<file path="src/rtl/pulse_fb_pkg.sv">
// package: register map, field positions, reset values and types for the pulse feedback block
package pulse_fb_pkg;

  // ----------------------------------------------------------------------------
  // register byte offsets (printed offsets not multiples of four: index * 4)
  // ----------------------------------------------------------------------------
  localparam logic [7:0] IDX_CH0_LOAD_READY = 8'h01;
  localparam logic [7:0] IDX_CH0_RUN_PIN    = 8'h02;
  localparam logic [7:0] IDX_CH0_TALLY      = 8'h03;
  localparam logic [7:0] IDX_CH1_LOAD_READY = 8'h09;
  localparam logic [7:0] IDX_CH1_PIN        = 8'h0a;
  localparam logic [7:0] IDX_CH1_TALLY      = 8'h0b;
  localparam logic [7:0] IDX_CTRL0          = 8'h10;
  localparam logic [7:0] IDX_CTRL1          = 8'h11;
  localparam logic [7:0] IDX_CONFIG         = 8'h12;

  // ----------------------------------------------------------------------------
  // field positions
  // ----------------------------------------------------------------------------
  localparam int BIT_LOAD_ACK   = 2;
  localparam int BIT_PARAM      = 4;
  localparam int BIT_SOFT_ECHO  = 5;
  localparam int BIT_RUNNING    = 0;
  localparam int BIT_OUT_A      = 1;
  localparam int BIT_OUT_B      = 2;
  localparam int BIT_IN0        = 3;
  // control register fields (per channel)
  localparam int CTL_SOFT_EN    = 0;
  localparam int CTL_HW_FUNC    = 1;
  localparam int CTL_LOAD_STB   = 2;
  localparam int CTL_AUX_B      = 3;
  localparam int CTL_DELAY_LSB  = 8;
  localparam int CTL_PULSE_LSB  = 16;
  // config register fields
  localparam int CFG_PARAM      = 0;
  localparam int CFG_TWO_CH     = 1;

  // ----------------------------------------------------------------------------
  // values after reset and widths
  // ----------------------------------------------------------------------------
  localparam logic [31:0] CTRL_RESET   = 32'h0000_0000;
  localparam logic [1:0]  CONFIG_RESET = 2'h2;
  localparam logic [3:0]  TALLY_MAX_SW = 4'h1;
  localparam logic [3:0]  TALLY_MAX_HW = 4'hf;

  typedef enum logic [2:0] {
    SEQ_IDLE  = 3'b001,
    SEQ_DELAY = 3'b010,
    SEQ_PULSE = 3'b100
  } seq_state_type;

  typedef struct packed {
    logic        soft_en;
    logic        hw_func;
    logic        aux_b;
    logic [7:0]  delay;
    logic [15:0] pulse_len;
  } chan_ctl_type;

endpackage : pulse_fb_pkg

</file>
<file path="src/rtl/pulse_output_feedback_status.sv">
// module: two-channel pulse output with ahb-lite feedback status registers
// Functional notes
// - load_ack_toggle flips per successful load action
// - parameterized_flag bit 4 shows readiness
// - soft_enable_echo mirrors software enable bit
// - sequence_running high while sequence active
// - out_a_level reports pulse output level
// - out_b_level reports auxiliary output level
// - in0_level reports digital input level
// - sequence_tally increments per completed sequence
// - tally wraps 0..1 software, 0..15 hardware
// - undefined bytes and status bits read zero; control bits 7:4 read back as written
// - channel 1 status bytes and control 1 writes only in two-channel mode; control 1 always reads back
// - hardware mode: input low during the delay phase clears, high issues enable
// - start on filtered rising edge, enabled
// - pulse output high for pulse duration
`timescale 1ns/10ps
`default_nettype none
module pulse_output_feedback_status
  import pulse_fb_pkg::*;
(
  input  wire logic        hclk,
  input  wire logic        hresetn,
  input  wire logic        hsel,
  input  wire logic [31:0] haddr,
  input  wire logic [1:0]  htrans,
  input  wire logic        hwrite,
  input  wire logic [2:0]  hsize,
  input  wire logic [31:0] hwdata,
  input  wire logic        hready,
  output logic      [31:0] hrdata,
  output logic             hreadyout,
  output logic             hresp,
  input  wire logic [1:0]  in0_pin,
  output logic      [1:0]  pulse_out_a,
  output logic      [1:0]  aux_out_b
);

  // ----------------------------------------------------------------------------
  // bus slave
  // ----------------------------------------------------------------------------
  logic [31:0] ctrl_r [2];
  logic [1:0]  config_r;
  logic        wr_pend_r;
  logic [7:0]  wr_idx_r;
  logic [31:0] rdata_r;
  logic [31:0] rdata_nxt;

  wire        addr_ok   = hsel && hready && htrans[1];
  wire [7:0]  addr_idx  = haddr[9:2];
  wire        two_ch    = config_r[CFG_TWO_CH];
  wire        params_ok = config_r[CFG_PARAM];

  // ----------------------------------------------------------------------------
  // per-channel sequencer
  // ----------------------------------------------------------------------------
  logic [7:0]  stat_ld   [2];
  logic [7:0]  stat_pin  [2];
  logic [7:0]  stat_tal  [2];
  logic [1:0]  load_hit;
  logic [1:0]  seq_run;
  logic [1:0]  out_a_q;

  assign load_hit[0] = wr_pend_r && (wr_idx_r == IDX_CTRL0) && hwdata[CTL_LOAD_STB];
  assign load_hit[1] = wr_pend_r && (wr_idx_r == IDX_CTRL1) && hwdata[CTL_LOAD_STB] && two_ch;

  genvar ch;
  generate
    for (ch = 0; ch < 2; ch++) begin : g_ch
      chan_ctl_type  ctl;
      seq_state_type st_r;
      logic [2:0]    sync_r;
      logic          filt_r;
      logic          filt_d_r;
      logic [7:0]    dly_cnt_r;
      logic [15:0]   pls_cnt_r;
      logic [3:0]    tally_r;
      logic          ack_r;
      logic          soft_d_r;
      logic          hw_mode_r;

      // one assignment keeps the struct a single-driver variable
      assign ctl = {ctrl_r[ch][CTL_SOFT_EN], ctrl_r[ch][CTL_HW_FUNC], ctrl_r[ch][CTL_AUX_B],
                    ctrl_r[ch][CTL_DELAY_LSB +: 8], ctrl_r[ch][CTL_PULSE_LSB +: 16]};

      // level once second and third stage agree
      wire agree   = sync_r[1] == sync_r[2];
      wire hw_rise = filt_r && !filt_d_r;
      wire start_hw = ctl.hw_func && ctl.soft_en && hw_rise;
      wire start_sw = !ctl.hw_func && ctl.soft_en && !soft_d_r;
      wire active   = st_r != SEQ_IDLE;
      wire done     = (st_r == SEQ_PULSE) && (pls_cnt_r <= 16'h0001);
      wire [3:0] tmax = hw_mode_r ? TALLY_MAX_HW : TALLY_MAX_SW;

      always_ff @(posedge hclk or negedge hresetn) begin
        if (!hresetn) begin
          sync_r   <= 3'h0;
          filt_r   <= 1'b0;
          filt_d_r <= 1'b0;
          soft_d_r <= 1'b0;
        end else begin
          sync_r   <= {sync_r[1:0], in0_pin[ch]};
          filt_d_r <= filt_r;
          soft_d_r <= ctl.soft_en;
          if (agree) begin
            filt_r <= sync_r[2];
          end
        end
      end

      // input delay then pulse; pulse length
      always_ff @(posedge hclk or negedge hresetn) begin
        if (!hresetn) begin
          st_r      <= SEQ_IDLE;
          dly_cnt_r <= 8'h00;
          pls_cnt_r <= 16'h0000;
          hw_mode_r <= 1'b0;
        end else if (!ctl.soft_en) begin
          // dropping the software enable cancels at once
          st_r <= SEQ_IDLE;
        end else begin
          case (st_r)
            SEQ_IDLE: begin
              if (start_hw || start_sw) begin
                hw_mode_r <= ctl.hw_func;
                dly_cnt_r <= ctl.delay;
                pls_cnt_r <= ctl.pulse_len;
                st_r      <= (ctl.delay == 8'h00) ? SEQ_PULSE : SEQ_DELAY;
              end
            end
            SEQ_DELAY: begin
              // hardware enable must stay high across the delay
              if (hw_mode_r && !filt_r) begin
                st_r <= SEQ_IDLE;
              end else if (dly_cnt_r <= 8'h01) begin
                st_r <= SEQ_PULSE;
              end else begin
                dly_cnt_r <= dly_cnt_r - 8'h01;
              end
            end
            SEQ_PULSE: begin
              if (done) begin
                st_r <= SEQ_IDLE;
              end else begin
                pls_cnt_r <= pls_cnt_r - 16'h0001;
              end
            end
            default: st_r <= SEQ_IDLE;
          endcase
        end
      end

      always_ff @(posedge hclk or negedge hresetn) begin
        if (!hresetn) begin
          tally_r <= 4'h0;
          ack_r   <= 1'b0;
        end else begin
          if (done && ctl.soft_en) begin
            tally_r <= (tally_r >= tmax) ? 4'h0 : tally_r + 4'h1;
          end
          if (load_hit[ch] && params_ok) begin
            ack_r <= ~ack_r;
          end
        end
      end

      // output high only in pulse phase
      assign out_a_q[ch] = (st_r == SEQ_PULSE) && ctl.soft_en;
      assign seq_run[ch] = active;

      assign stat_ld[ch] = 8'(({7'h00, ack_r} << BIT_LOAD_ACK)
                          | ({7'h00, params_ok} << BIT_PARAM)
                          | ({7'h00, ctl.soft_en} << BIT_SOFT_ECHO));
      assign stat_pin[ch] = 8'(({7'h00, active} << BIT_RUNNING)
                          | ({7'h00, pulse_out_a[ch]} << BIT_OUT_A)
                          | ({7'h00, aux_out_b[ch]} << BIT_OUT_B)
                          | ({7'h00, filt_r} << BIT_IN0));
      assign stat_tal[ch] = {4'h0, tally_r};
    end
  endgenerate

  // ----------------------------------------------------------------------------
  // read mux
  // ----------------------------------------------------------------------------
  // unmapped reads zero; channel 1 status bytes gated, control 1 is not
  always_comb begin
    rdata_nxt = 32'h0000_0000;
    case (addr_idx)
      IDX_CH0_LOAD_READY: rdata_nxt = {24'h0, stat_ld[0]};
      IDX_CH0_RUN_PIN:    rdata_nxt = {24'h0, stat_pin[0]};
      IDX_CH0_TALLY:      rdata_nxt = {24'h0, stat_tal[0]};
      IDX_CH1_LOAD_READY: rdata_nxt = two_ch ? {24'h0, stat_ld[1]} : 32'h0;
      IDX_CH1_PIN:        rdata_nxt = two_ch ? {24'h0, stat_pin[1]} : 32'h0;
      IDX_CH1_TALLY:      rdata_nxt = two_ch ? {24'h0, stat_tal[1]} : 32'h0;
      IDX_CTRL0:          rdata_nxt = ctrl_r[0] & ~(32'h1 << CTL_LOAD_STB);
      IDX_CTRL1:          rdata_nxt = ctrl_r[1] & ~(32'h1 << CTL_LOAD_STB);
      IDX_CONFIG:         rdata_nxt = {30'h0, config_r};
      default:            rdata_nxt = 32'h0000_0000;
    endcase
  end

  // registered snapshot taken at address phase
  always_ff @(posedge hclk or negedge hresetn) begin
    if (!hresetn) begin
      wr_pend_r <= 1'b0;
      wr_idx_r  <= 8'h00;
      rdata_r   <= 32'h0000_0000;
    end else begin
      wr_pend_r <= addr_ok && hwrite;
      wr_idx_r  <= addr_idx;
      if (addr_ok && !hwrite) begin
        rdata_r <= rdata_nxt;
      end
    end
  end

  always_ff @(posedge hclk or negedge hresetn) begin
    if (!hresetn) begin
      ctrl_r[0] <= CTRL_RESET;
      ctrl_r[1] <= CTRL_RESET;
      config_r  <= CONFIG_RESET;
    end else if (wr_pend_r) begin
      if (wr_idx_r == IDX_CTRL0) ctrl_r[0] <= hwdata;
      if (wr_idx_r == IDX_CTRL1 && two_ch) ctrl_r[1] <= hwdata;
      if (wr_idx_r == IDX_CONFIG) config_r <= hwdata[1:0];
    end
  end

  // ----------------------------------------------------------------------------
  // outputs from flip-flops; hreadyout and hresp tied constant
  // ----------------------------------------------------------------------------
  always_ff @(posedge hclk or negedge hresetn) begin
    if (!hresetn) begin
      pulse_out_a <= 2'h0;
      aux_out_b   <= 2'h0;
    end else begin
      pulse_out_a <= out_a_q;
      aux_out_b   <= {ctrl_r[1][CTL_AUX_B], ctrl_r[0][CTL_AUX_B]};
    end
  end

  assign hrdata    = rdata_r;
  assign hreadyout = 1'b1;
  assign hresp     = 1'b0;

  // ----------------------------------------------------------------------------
  // checks
  // ----------------------------------------------------------------------------
  chk_echo_soft: assert property (@(posedge hclk) disable iff (!hresetn)
    stat_ld[0][BIT_SOFT_ECHO] == ctrl_r[0][CTL_SOFT_EN])
    else $error("enable echo differs from control");
  chk_ack_toggle: assert property (@(posedge hclk) disable iff (!hresetn)
    (load_hit[0] && params_ok) |=> (stat_ld[0][BIT_LOAD_ACK] != $past(stat_ld[0][BIT_LOAD_ACK])))
    else $error("load ack did not toggle");
  chk_param_flag: assert property (@(posedge hclk) disable iff (!hresetn)
    stat_ld[0][BIT_PARAM] == config_r[CFG_PARAM])
    else $error("parameterized flag wrong");
  chk_run_flag: assert property (@(posedge hclk) disable iff (!hresetn)
    !ctrl_r[0][CTL_SOFT_EN] |=> !seq_run[0])
    else $error("sequence still running after disable");
  chk_out_a_level: assert property (@(posedge hclk) disable iff (!hresetn)
    stat_pin[0][BIT_OUT_A] == pulse_out_a[0])
    else $error("output a level misreported");
  chk_pulse_follow: assert property (@(posedge hclk) disable iff (!hresetn)
    out_a_q[0] |=> pulse_out_a[0])
    else $error("pulse output not driven");
  chk_tally_wrap: assert property (@(posedge hclk) disable iff (!hresetn)
    !g_ch[0].hw_mode_r |-> stat_tal[0] <= 8'h01)
    else $error("software tally beyond one");
  chk_ch1_hidden: assert property (@(posedge hclk) disable iff (!hresetn)
    (addr_ok && !hwrite && !two_ch && addr_idx == IDX_CH1_PIN) |=> hrdata == 32'h0)
    else $error("channel 1 visible in single mode");
  chk_out_b_follow: assert property (@(posedge hclk) disable iff (!hresetn)
    1'b1 |=> aux_out_b[0] == $past(ctrl_r[0][CTL_AUX_B]))
    else $error("output b does not follow control");
  chk_in0_filter: assert property (@(posedge hclk) disable iff (!hresetn)
    (g_ch[0].sync_r[1] == g_ch[0].sync_r[2]) |=> g_ch[0].filt_r == $past(g_ch[0].sync_r[2]))
    else $error("input level not taken after agreement");
  chk_tally_step: assert property (@(posedge hclk) disable iff (!hresetn)
    (g_ch[0].done && ctrl_r[0][CTL_SOFT_EN]) |=> stat_tal[0] != $past(stat_tal[0]))
    else $error("tally did not advance on completion");
  chk_hw_start: assert property (@(posedge hclk) disable iff (!hresetn)
    g_ch[0].start_hw |=> seq_run[0])
    else $error("hardware enable did not start a sequence");
  chk_start_gate: assert property (@(posedge hclk) disable iff (!hresetn)
    (g_ch[0].st_r == SEQ_IDLE && !ctrl_r[0][CTL_SOFT_EN]) |=> g_ch[0].st_r == SEQ_IDLE)
    else $error("sequence started without software enable");
  cov_hw_start: cover property (@(posedge hclk) g_ch[0].start_hw);
  cov_done: cover property (@(posedge hclk) g_ch[0].done);
  cov_sw_start: cover property (@(posedge hclk) g_ch[0].start_sw);
  cov_load: cover property (@(posedge hclk) load_hit[0] && params_ok);

endmodule : pulse_output_feedback_status
`default_nettype wire

</file>
<file path="config.mk">
export PLATFORM = sky130hd
export DESIGN_NAME = pulse_output_feedback_status
export DESIGN_NICKNAME = d
export VERILOG_FILES = /design/src/rtl/pulse_fb_pkg.sv /design/src/rtl/pulse_output_feedback_status.sv
export SDC_FILE = /design/constraint.sdc
export NUM_CORES = 1
export LEC_CHECK = 0
export BUFFER_PORTS_ARGS = -buffer_cell sky130_fd_sc_hd__buf_2
export CORE_UTILIZATION = 55
export CTS_CLUSTER_DIAMETER = 120
export DETAILED_ROUTE_END_ITERATION = 16
export PLACE_DENSITY = 0.76
export SLEW_MARGIN = 20
export SYNTH_ARGS = -nofsm -noshare
export SYNTH_HDL_FRONTEND = slang
export SYNTH_SLANG_ARGS = --single-unit
</file>
<file path="constraint.sdc">
create_clock -name hclk -period 6.4 [get_ports hclk]
set_clock_uncertainty 0.05 [all_clocks]
set_input_delay 1.6 -clock hclk [delete_from_list [all_inputs] [get_ports hclk]]
set_output_delay 1.6 -clock hclk [all_outputs]
set_load 0.005 [all_outputs]
</file>
==> impl_metrics.py, run 1 <==
metrics = {
    "yosys": {
        "synth.top_cells.by_count": "184 x dfrtp_1, 80 x nand2_1, 78 x o21ai_0",
        "synth-warning-count": 0,
        "yosysTopAreaCell": "dfrtp_1",
        "netlist_area_sq_um": 9210,
        "synth.avg_cell_area_sq_um": 10.5,
        "synth_most_common_cell": "dfrtp_1",
        "ys_ff_latch": 187,
        "syn_inst": 879,
        "synth_fp_nets": 971,
        "yosysTopAreaCellShare_pct": 50.0,
        "ys_types": 82,
        "yosys_most_used_dff": "dfrtp_1",
        "postSynth.asyncResetShare_pct": 100,
        "synth_edf_count": 0,
        "seq_area_frac_synth_pct": 50.9,
        "synth.area.top_cells": "dfrtp_1 50%, mux2_2 8.3%, o21ai_0 4.2%",
    },
    "outcome": {
        "status": "complete, no violations",
    },
    "detailed_routing": {
        "drt_iter0_markers": 613,
        "viasPerCell": 6.29,
        "wl_per_cell_um": 19.2,
        "vias": 7379,
        "dr.pass1.iters": 5,
        "wirelength_um": 22500,
        "post-route-drc-count": 0,
        "ant_nets": 0,
    },
    "floorplan": {
        "rows": 46,
        "start_util_pct": 57.1,
        "pin_count": 114,
        "fp.coreArea_sq_um": 16100,
        "dieArea_sq_um": 17300,
        "die_w_um": 131,
        "die_h_um": 131,
    },
    "clock_network": {
        "ctsHoldBuffers": 0,
        "cts.clk_slew.worst_paths_ps": 60,
        "cts_resized": 0,
        "clock-sinks": 187,
        "post_cts_buffers": 0,
        "cts_buffers": 17,
        "cts_buffer_depth": 2,
        "clk_latency_ps": 440,
        "cts-root-buf": "clkbuf_16",
        "cts_max_level": 4,
        "cts_tree": "yes",
    },
    "sta": {
        "period_share_pct": 57.0,
        "finalSetupViolCount": 0,
        "finalCriticalPeriod_ps": 3650,
        "maxSlewHeadroom_pct": 24.7,
        "hold_viol": 0,
        "worstMarginPinSlew_ps": 1130,
        "fmax_mhz": 274,
        "rsz0062_at_grt": "no",
        "finalSetupTns_ps": 0,
        "finalMaxSlewViolations": 0,
    },
    "worst_setup_path": {
        "cp.arrival_ps": 3970,
        "worstPathRequired_ps": 6720,
        "r2r_cells": 5,
        "r2r_setup_slack_ps": 3810,
        "cp-end-kind": "flip-flop",
        "startpoint_type": "input pin",
        "cp_slowest_cell": "or4_1",
        "path_buf_inv": 2,
        "rr_endpoint": "g_ch[1].pls_cnt_r[2]",
        "crit_path_max_incr_delay_ps": 720,
        "reg2reg_from": "ctrl_r[0]",
        "crit_family": "simple AND/OR/NAND/NOR gates",
        "path_cells": "buf_2, or4_1, nor3b_4, buf_4, a222oi_1, a21oi_1, a21o_1",
        "worst-path-max-fanout": 16,
        "worst-setup-path-type": "in2reg",
    },
    "min_path": {
        "holdPathEnd": "g_ch[1].sync_r[1]",
        "min_path_type": "reg2reg",
        "hold_path_depth": 0,
        "hp-start": "g_ch[1].sync_r[0]",
    },
    "grt": {
        "overflow": 0,
        "grt_usage_pct": 27.3,
        "grt_max_degree": 105,
        "grt_pass1_vias": 7135,
        "grt_antenna_before_repair": 0,
        "grt_pass1_wl_um": 37200,
    },
    "layout": {
        "diodes": 0,
        "layout-drive-gt1-share_pct": 23.6,
        "area_delta_synth_final_pct": 12.3,
        "nNetsFinal": 1037,
    },
    "placement": {
        "gp_congestion": 0.860,
        "dp_hpwl_um": 15100,
        "numPortBuffers": 83,
    },
    "flow_run": {
        "cap_violations": 0,
    },
    "power_and_ir_drop": {
        "power.leakage_nw": 4.63,
        "powerDensity_nw_per_um2": 234,
        "p_total_mw": 2.42,
        "ir_drop_v": 0.000209,
    },
}
-- cells by family (layout without fill, tap and decap cells) --
group / after synthesis / after routing / share of synthesized area [%]
AO/OA/AOI/OAI: 268 / 268 / 19.3
XOR/XNOR: 2 / 2 / 0.190
adder cells (fa/ha/maj): 18 / 18 / 2.39
buffers and inverters: 66 / 145 / 3.29
flip-flops: 187 / 187 / 50.9
multiplexers: 72 / 72 / 8.75
other: 2 / 2 / 0.0816
AND/OR/NAND/NOR: 264 / 264 / 15.2
-- worst register-to-register path: cells and delay by family, from the launching register on --
kind                   cells  cell delay, ps
buffers and inverters      1             340
flip-flops                 1             530
AND/OR/NAND/NOR            1             210
AO/OA/AOI/OAI              3            1340
-- report_power, final --
group | switching [mW] | total (mW) | internal, mW
clock network | 0.452 | 1.00 | 0.552
logic | 0.118 | 0.183 | 0.0645
registers | 0.0256 | 1.23 | 1.21
total | 0.596 | 2.42 | 1.83
-- registers in the layout (all words and copies together), names as in the netlist --
name            flops
aux_out_b           2
ctrl_r             62
wr_pend_r           1
hrdata             32
g_ch.pls_cnt_r     32
g_ch.tally_r        8
g_ch.filt_d_r       2
g_ch.st_r           6
config_r            2
g_ch.filt_r         2
wr_idx_r            8
g_ch.ack_r          2
g_ch.soft_d_r       2
g_ch.sync_r         6
g_ch.hw_mode_r      2
g_ch.dly_cnt_r     16
pulse_out_a         2
-- worst max path at each step --
stage | start | to | slack, ps | cells past startpoint
2_1_floorplan | haddr[4] | hrdata[18] | 3210 | 7
3_3_place_gp | haddr[4] | hrdata[1] | 2320 | 7
3_5_place_dp | haddr[4] | hrdata[1] | 2300 | 7
4_1_cts | haddr[4] | hrdata[1] | 2750 | 7
5_1_grt | haddr[4] | hrdata[1] | 2640 | 7
6_report | haddr[4] | hrdata[1] | 2750 | 7
-- cell type report --
cell class / count / area [sq um]
flip-flops and latches: 187 / 4680
fillers: 1283 / 5780
multi-input cells: 626 / 4250
inverters: 19 / 71.3
well taps: 216 / 270
clock buffers: 20 / 457
repair buffers: 94 / 507
clock inverters: 12 / 96.3
-- routing by layer --
metal	GRT usage, %	vias to the layer above	part of all wire (%)
li1	-	3393	-
met1	37.1	3702	44
met2	44.1	250	49
met3	4.78	34	5.7
met4	10.0	0	2.1
met5	0	-	0
-- per-stage QoR --
step / cell area (sq um) / util (%) / hold WS (ps) / setup slack (ps) / instances
after floorplan: 9210 / - / 281 / 3210 / 879
after global placement: 9780 / 60.7 / 283 / 2320 / 1142
after detailed placement: 9780 / 60.7 / 286 / 2300 / 1142
after CTS: 10300 / 64.1 / 301 / 2750 / 1174
after global routing: 10300 / 64.1 / 302 / 2640 / 1174
final: 10300 / 64.1 / 297 / 2750 / 1174
-- layout by cell type, fill, tap and decap left out, types with 6 or more instances in the layout --
cell and count:
dfrtp_1 184, buf_2 82, nand2_1 80, o21ai_0 78
mux2_2 68, nor2_1 51, a21oi_1 49, a22oi_1 37
nor3_1 21, inv_1 18, nand3_1 17, clkbuf_16 17
ha_1 16, nor4_1 15, a31oi_1 11, buf_4 11
o22a_1 10, o31ai_1 9, or4_1 8, nand2b_1 8
o211ai_1 8, and2_1 7, o22ai_1 7, or3_1 7
a211o_1 7, clkinv_2 7, a21boi_0 6
No activity file was read; power rests on OpenSTA's default activity.
==> run 2, diff against run 1 <==
Settings changed: ABC_AREA set to 1.
Clock period 6.4 ns to 3.6 ns, I/O delays scaled along.
==> impl_metrics.py, run 2 <==
metrics = {
    "outcome": {
        "status": "complete, no violations",
    },
    "yosys": {
        "netlist_area_sq_um": 9930,
        "yosysTopAreaCell": "dfrtp_1",
        "syn_inst": 1333,
        "ys_types": 42,
        "synth_most_common_cell": "nand2_1",
        "yosys_most_used_dff": "dfrtp_1",
        "synth_fp_nets": 1425,
        "synth.top_cells.by_count": "456 x nand2_1, 184 x dfrtp_1, 170 x nor2_1",
        "synth-warning-count": 0,
        "synth.area.top_cells": "dfrtp_1 46%, nand2_1 17%, nor2_1 6.4%",
        "yosysTopAreaCellShare_pct": 46.4,
        "synth_edf_count": 0,
        "seq_area_frac_synth_pct": 47.2,
        "synth.avg_cell_area_sq_um": 7.45,
        "ys_ff_latch": 187,
        "postSynth.asyncResetShare_pct": 100,
    },
    "layout": {
        "top_register": "ctrl_r",
        "fillers": 1503,
        "area_delta_synth_final_pct": 13.0,
        "multi_input_area_sq_um": 4530,
        "largest_reg_flops": 62,
        "diodes": 0,
        "final_cell_count_no_fill": 1640,
        "layout-drive-gt1-share_pct": 12.4,
        "final_cell_mix": "456 x nand2_1, 184 x dfrtp_1, 169 x nor2_1",
        "final_common_cell": "nand2_1",
        "seq_area_sq_um": 4680,
        "nNetsFinal": 1495,
    },
    "clock_network": {
        "clk_latency_ps": 440,
        "cts_buffer_depth": 2,
        "ctsHoldBuffers": 0,
        "cts-root-buf": "clkbuf_16",
        "cts_tree": "yes",
        "cts.clk_slew.worst_paths_ps": 70,
        "cts_max_level": 4,
        "cts_buffers": 17,
        "cts_resized": 0,
        "clock-sinks": 187,
        "post_cts_buffers": 0,
    },
    "detailed_routing": {
        "viasPerCell": 5.38,
        "wl_per_cell_um": 15.7,
        "drt_iter0_markers": 680,
        "dr.pass1.iters": 5,
        "post-route-drc-count": 0,
        "wirelength_um": 25700,
        "ant_nets": 0,
        "vias": 8822,
    },
    "min_path": {
        "min_path_type": "reg2reg",
    },
    "power_and_ir_drop": {
        "power.leakage_nw": 5.90,
        "ir_drop_v": 0.000455,
        "powerDensity_nw_per_um2": 641,
    },
    "placement": {
        "placed_cells": 1609,
        "dp_hpwl_um": 17700,
        "numPortBuffers": 83,
        "gp_congestion": 0.940,
    },
    "worst_setup_path": {
        "cp.arrival_ps": 2680,
        "crit_start": "g_ch[1].st_r[1]",
        "cp_common_cell": "nand2_1",
        "startpoint_type": "flip-flop",
        "reg2reg_from": "g_ch[1].st_r[1]",
        "endpoint": "g_ch[1].pls_cnt_r[13]",
        "worstPathRequired_ps": 3930,
        "worst-path-max-fanout": 25,
        "rr_endpoint": "g_ch[1].pls_cnt_r[13]",
        "crit_path_max_incr_delay_ps": 590,
        "path_cells": "inv_1, nand3_2, inv_2, nand2_2, a21oi_2, nand2_1, nand2_1",
        "cp-end-kind": "flip-flop",
        "worst-setup-path-type": "reg2reg",
        "cp_slowest_cell": "a21oi_2",
        "r2r_setup_slack_ps": 1250,
        "r2r_cells": 7,
    },
    "grt": {
        "grt_pass1_wl_um": 41900,
        "overflow": 0,
        "grt_pass1_vias": 8450,
        "grt_max_degree": 87,
        "grt_antenna_before_repair": 0,
        "grt_usage_pct": 29.5,
    },
    "floorplan": {
        "start_util_pct": 56.8,
        "pin_count": 114,
        "fp.coreArea_sq_um": 17500,
        "die_h_um": 136,
        "die_w_um": 136,
        "dieArea_sq_um": 18600,
        "rows": 48,
    },
    "sta": {
        "finalCriticalPeriod_ps": 2350,
        "rsz0062_at_grt": "no",
        "worstMarginPinSlew_ps": 835,
        "maxSlewHeadroom_pct": 44.1,
        "fmax_mhz": 426,
        "finalSetupViolCount": 0,
        "finalSetupTns_ps": 0,
        "finalMaxSlewViolations": 0,
        "hold_viol": 0,
        "period_share_pct": 65.2,
    },
    "flow_run": {
        "cap_violations": 0,
    },
}
-- run 2: report_power, final --
group          internal, mW  leakage [nW]  switching (mW)
Combinational         0.717          3.28            1.41
Sequential             2.47          2.28           0.372
Clock                  1.40         0.337           0.834
Total                  4.58          5.90            2.61
-- run 2: layout make-up --
type,instances,share of cell area [%]
tap,225,2.51
timing repair buffer,93,4.68
sequential,187,41.8
inverter,130,4.35
clock inverter,13,2.33
clock buffer,18,3.92
multi-input combinational,974,40.4
-- run 2: metal layers --
metal,part of all wire [%],GRT usage (%),vias up
li1,-,-,4341
met3,5.7,5.78,50
met2,48,49.5,271
met1,43,37.2,4160
met5,0,0,-
met4,2.7,11.9,0
-- run 2: worst min-delay path by stage --
stage	start	endpoint	slack, ps	cells after the start
floorplan	g_ch[0].sync_r[0]	g_ch[0].sync_r[1]	280	0
detailed placement	g_ch[0].sync_r[0]	g_ch[0].sync_r[1]	300	0
global route	g_ch[0].sync_r[0]	g_ch[0].sync_r[1]	330	0
global placement	g_ch[0].sync_r[0]	g_ch[0].sync_r[1]	280	0
CTS	g_ch[0].sync_r[0]	g_ch[0].sync_r[1]	310	0
finish	g_ch[0].sync_r[0]	g_ch[0].sync_r[1]	310	0
-- run 2: through the flow --
stage               hold WS (ps)  total power [mW]  instance area [sq um]  util, %  setup WS (ps)
finish                       313              7.19                  11200     64.2           1250
detailed placement           299              4.95                  10500     60.1            894
global route                 327              7.67                  11200     64.2            975
floorplan                    281              4.42                   9930        -           1660
CTS                          312              7.21                  11200     64.2           1200
global placement             285              4.86                  10500     60.1            950
-- run 2: worst max-delay path, delay by kind of cell (launching register included) --
| family | cells | cell delay, ps |
|---|---|---|
| and+or+nand+nor | 4 | 650 |
| DFF | 1 | 370 |
| AOI/OAI and AO/OA | 1 | 590 |
| buffers and inverters | 2 | 610 |
-- run 2: cells by family after synthesis --
family          share of synthesized area (%)
mux                                     0.996
flops                                    47.2
simple gates                             32.7
xor+xnor                                 1.24
fa+ha+maj                                2.22
compound gates                           8.42
other cells                            0.0757
buf+inv                                  7.16
==> run 3, diff against run 2 <==
Clock period 3.6 ns to 2.2 ns, I/O delays scaled along.
==> impl_metrics.py, run 3 (synthesized netlist as in run 2, its figures left out) <==
metrics = {
    "worst_setup_path": {
        "cp.arrival_ps": 2180,
        "cp-end-kind": "flip-flop",
        "crit_start": "g_ch[1].pls_cnt_r[0]",
        "worst-path-max-fanout": 7,
        "worst-setup-path-type": "reg2reg",
        "path_cells": "inv_1, ha_1, nand2_1, nor2_2, inv_1, a21oi_2, nand3_1, nand2_1, nand2_1",
        "reg2reg_from": "g_ch[1].pls_cnt_r[0]",
        "path_depth": 9,
        "path_buf_inv": 2,
        "r2r_cells": 9,
        "crit_family": "simple AND/OR/NAND/NOR gates",
        "cp_slowest_cell": "dfrtp_1",
        "r2r_setup_slack_ps": 310,
        "worstPathRequired_ps": 2480,
        "startpoint_type": "flip-flop",
        "cp_common_cell": "nand2_1",
        "crit_path_max_incr_delay_ps": 420,
        "rr_endpoint": "g_ch[1].tally_r[3]",
    },
    "detailed_routing": {
        "ant_nets": 0,
        "drt_iter0_markers": 677,
        "post-route-drc-count": 0,
        "wirelength_um": 25000,
        "vias": 8844,
        "top_layer": "met4",
        "viasPerCell": 5.35,
        "met2_length_um": 12000,
        "wl_met1_um": 10800,
        "dr.pass1.iters": 5,
        "wl_met3_um": 1610,
        "wl_per_cell_um": 15.1,
    },
    "layout": {
        "area_delta_synth_final_pct": 13.3,
        "fillers": 1518,
        "top_register": "ctrl_r",
        "final_cell_count_no_fill": 1654,
        "diodes": 0,
        "final_common_cell": "nand2_1",
        "nNetsFinal": 1508,
        "seq_area_sq_um": 4680,
        "final_cell_mix": "456 x nand2_1, 184 x dfrtp_1, 169 x nor2_1",
        "utilization_pct": 64.4,
        "largest_reg_flops": 62,
        "multi_input_area_sq_um": 4530,
        "layout-drive-gt1-share_pct": 13.3,
    },
    "outcome": {
        "status": "complete, no violations",
    },
    "floorplan": {
        "fp.coreArea_sq_um": 17500,
        "pin_count": 114,
        "rows": 48,
        "die_h_um": 136,
        "dieArea_sq_um": 18600,
        "start_util_pct": 56.8,
        "die_w_um": 136,
    },
    "grt": {
        "grt_usage_pct": 28.6,
        "grt_max_degree": 62,
        "grt_pass1_wl_um": 40600,
        "grt_antenna_before_repair": 0,
        "grt_pass1_vias": 8167,
        "overflow": 0,
    },
    "sta": {
        "fmax_mhz": 528,
        "finalCriticalPeriod_ps": 1890,
        "finalSetupTns_ps": 0,
        "worstMarginPinSlew_ps": 720,
        "rsz0062_at_grt": "no",
        "maxSlewHeadroom_pct": 52.0,
        "finalMaxSlewViolations": 0,
        "period_share_pct": 86.1,
        "holdWs_ps": 16.3,
        "hold_viol": 0,
        "finalSetupViolCount": 0,
    },
    "placement": {
        "placed_cells": 1622,
        "gp_congestion": 0.883,
        "dp_hpwl_um": 17800,
        "numPortBuffers": 83,
    },
    "power_and_ir_drop": {
        "powerDensity_nw_per_um2": 999,
        "power.leakage_nw": 5.92,
        "cell_internal_pwr_mw": 6.93,
        "ir_drop_v": 0.000622,
        "power.share.clock_pct": 27.8,
        "combPwrFrac_pct": 30.8,
        "sw_frac_of_total_pct": 38.3,
        "pwr-share-seq_pct": 41.4,
        "switchingPower_mw": 4.31,
    },
    "clock_network": {
        "cts_resized": 0,
        "cts-root-buf": "clkbuf_16",
        "post_cts_buffers": 0,
        "cts.clk_slew.worst_paths_ps": 80,
        "ctsHoldBuffers": 0,
        "clk_latency_ps": 440,
        "cts_buffer_depth": 2,
        "cts_tree": "yes",
        "cts_buffers": 17,
        "clock-sinks": 187,
        "cts_max_level": 4,
    },
    "min_path": {
        "min_path_type": "in2async",
    },
    "flow_run": {
        "cap_violations": 0,
    },
}
==> run 3: cell count changes in the layout (fill, tap and decap cells not counted), sizes merged <==
cell / delta
inv: +1
clkbuf: -1
buf: +13
clkinv: +2
bufinv: -5
clkinvlp: +4
==> run 3: stage by stage <==
| step | power, mW | area (sq um) | setup slack (ps) |
|---|---|---|---|
| floorplan | 7.23 | 9930 | 613 |
| global placement | 7.98 | 10700 | 272 |
| detailed placement | 8.12 | 10700 | 301 |
| CTS | 11.2 | 11300 | 331 |
| global route | 12.0 | 11300 | 149 |
| finish | 11.2 | 11300 | 305 |
==> run 3: final cells by class <==
cell class / instances / share of cell area [%]
Clock buffer: 17 / 3.78
Clock inverter: 15 / 1.48
Inverter: 130 / 4.34
Multi-Input combinational cell: 974 / 40.3
Sequential cell: 187 / 41.6
Tap cell: 225 / 2.50
Timing Repair Buffer: 106 / 5.97
==> run 3: worst max path at each step <==
stage	endpoint	slack (ps)
final	g_ch[1].tally_r[3]	310
after floorplan	hrdata[21]	610
after CTS	g_ch[0].pls_cnt_r[12]	330
after global routing	g_ch[0].pls_cnt_r[12]	150
after detailed placement	hrdata[1]	300
after global placement	hrdata[17]	270
==> run 3: metal layers <==
metal / up-vias / GRT usage, %
li1: 4391 / -
met1: 4099 / 38.0
met2: 313 / 47.0
met3: 41 / 4.96
met4: 0 / 10.0
met5: - / 0
==> run 3: power by group through the flow <==
stage	Clock (mW)	Sequential, mW	Combinational [mW]
after floorplan	0	4.53	2.70
after global placement	0	4.67	3.31
after detailed placement	0	4.69	3.43
after CTS	3.15	4.64	3.45
after global routing	3.28	4.72	3.99
final	3.13	4.65	3.46
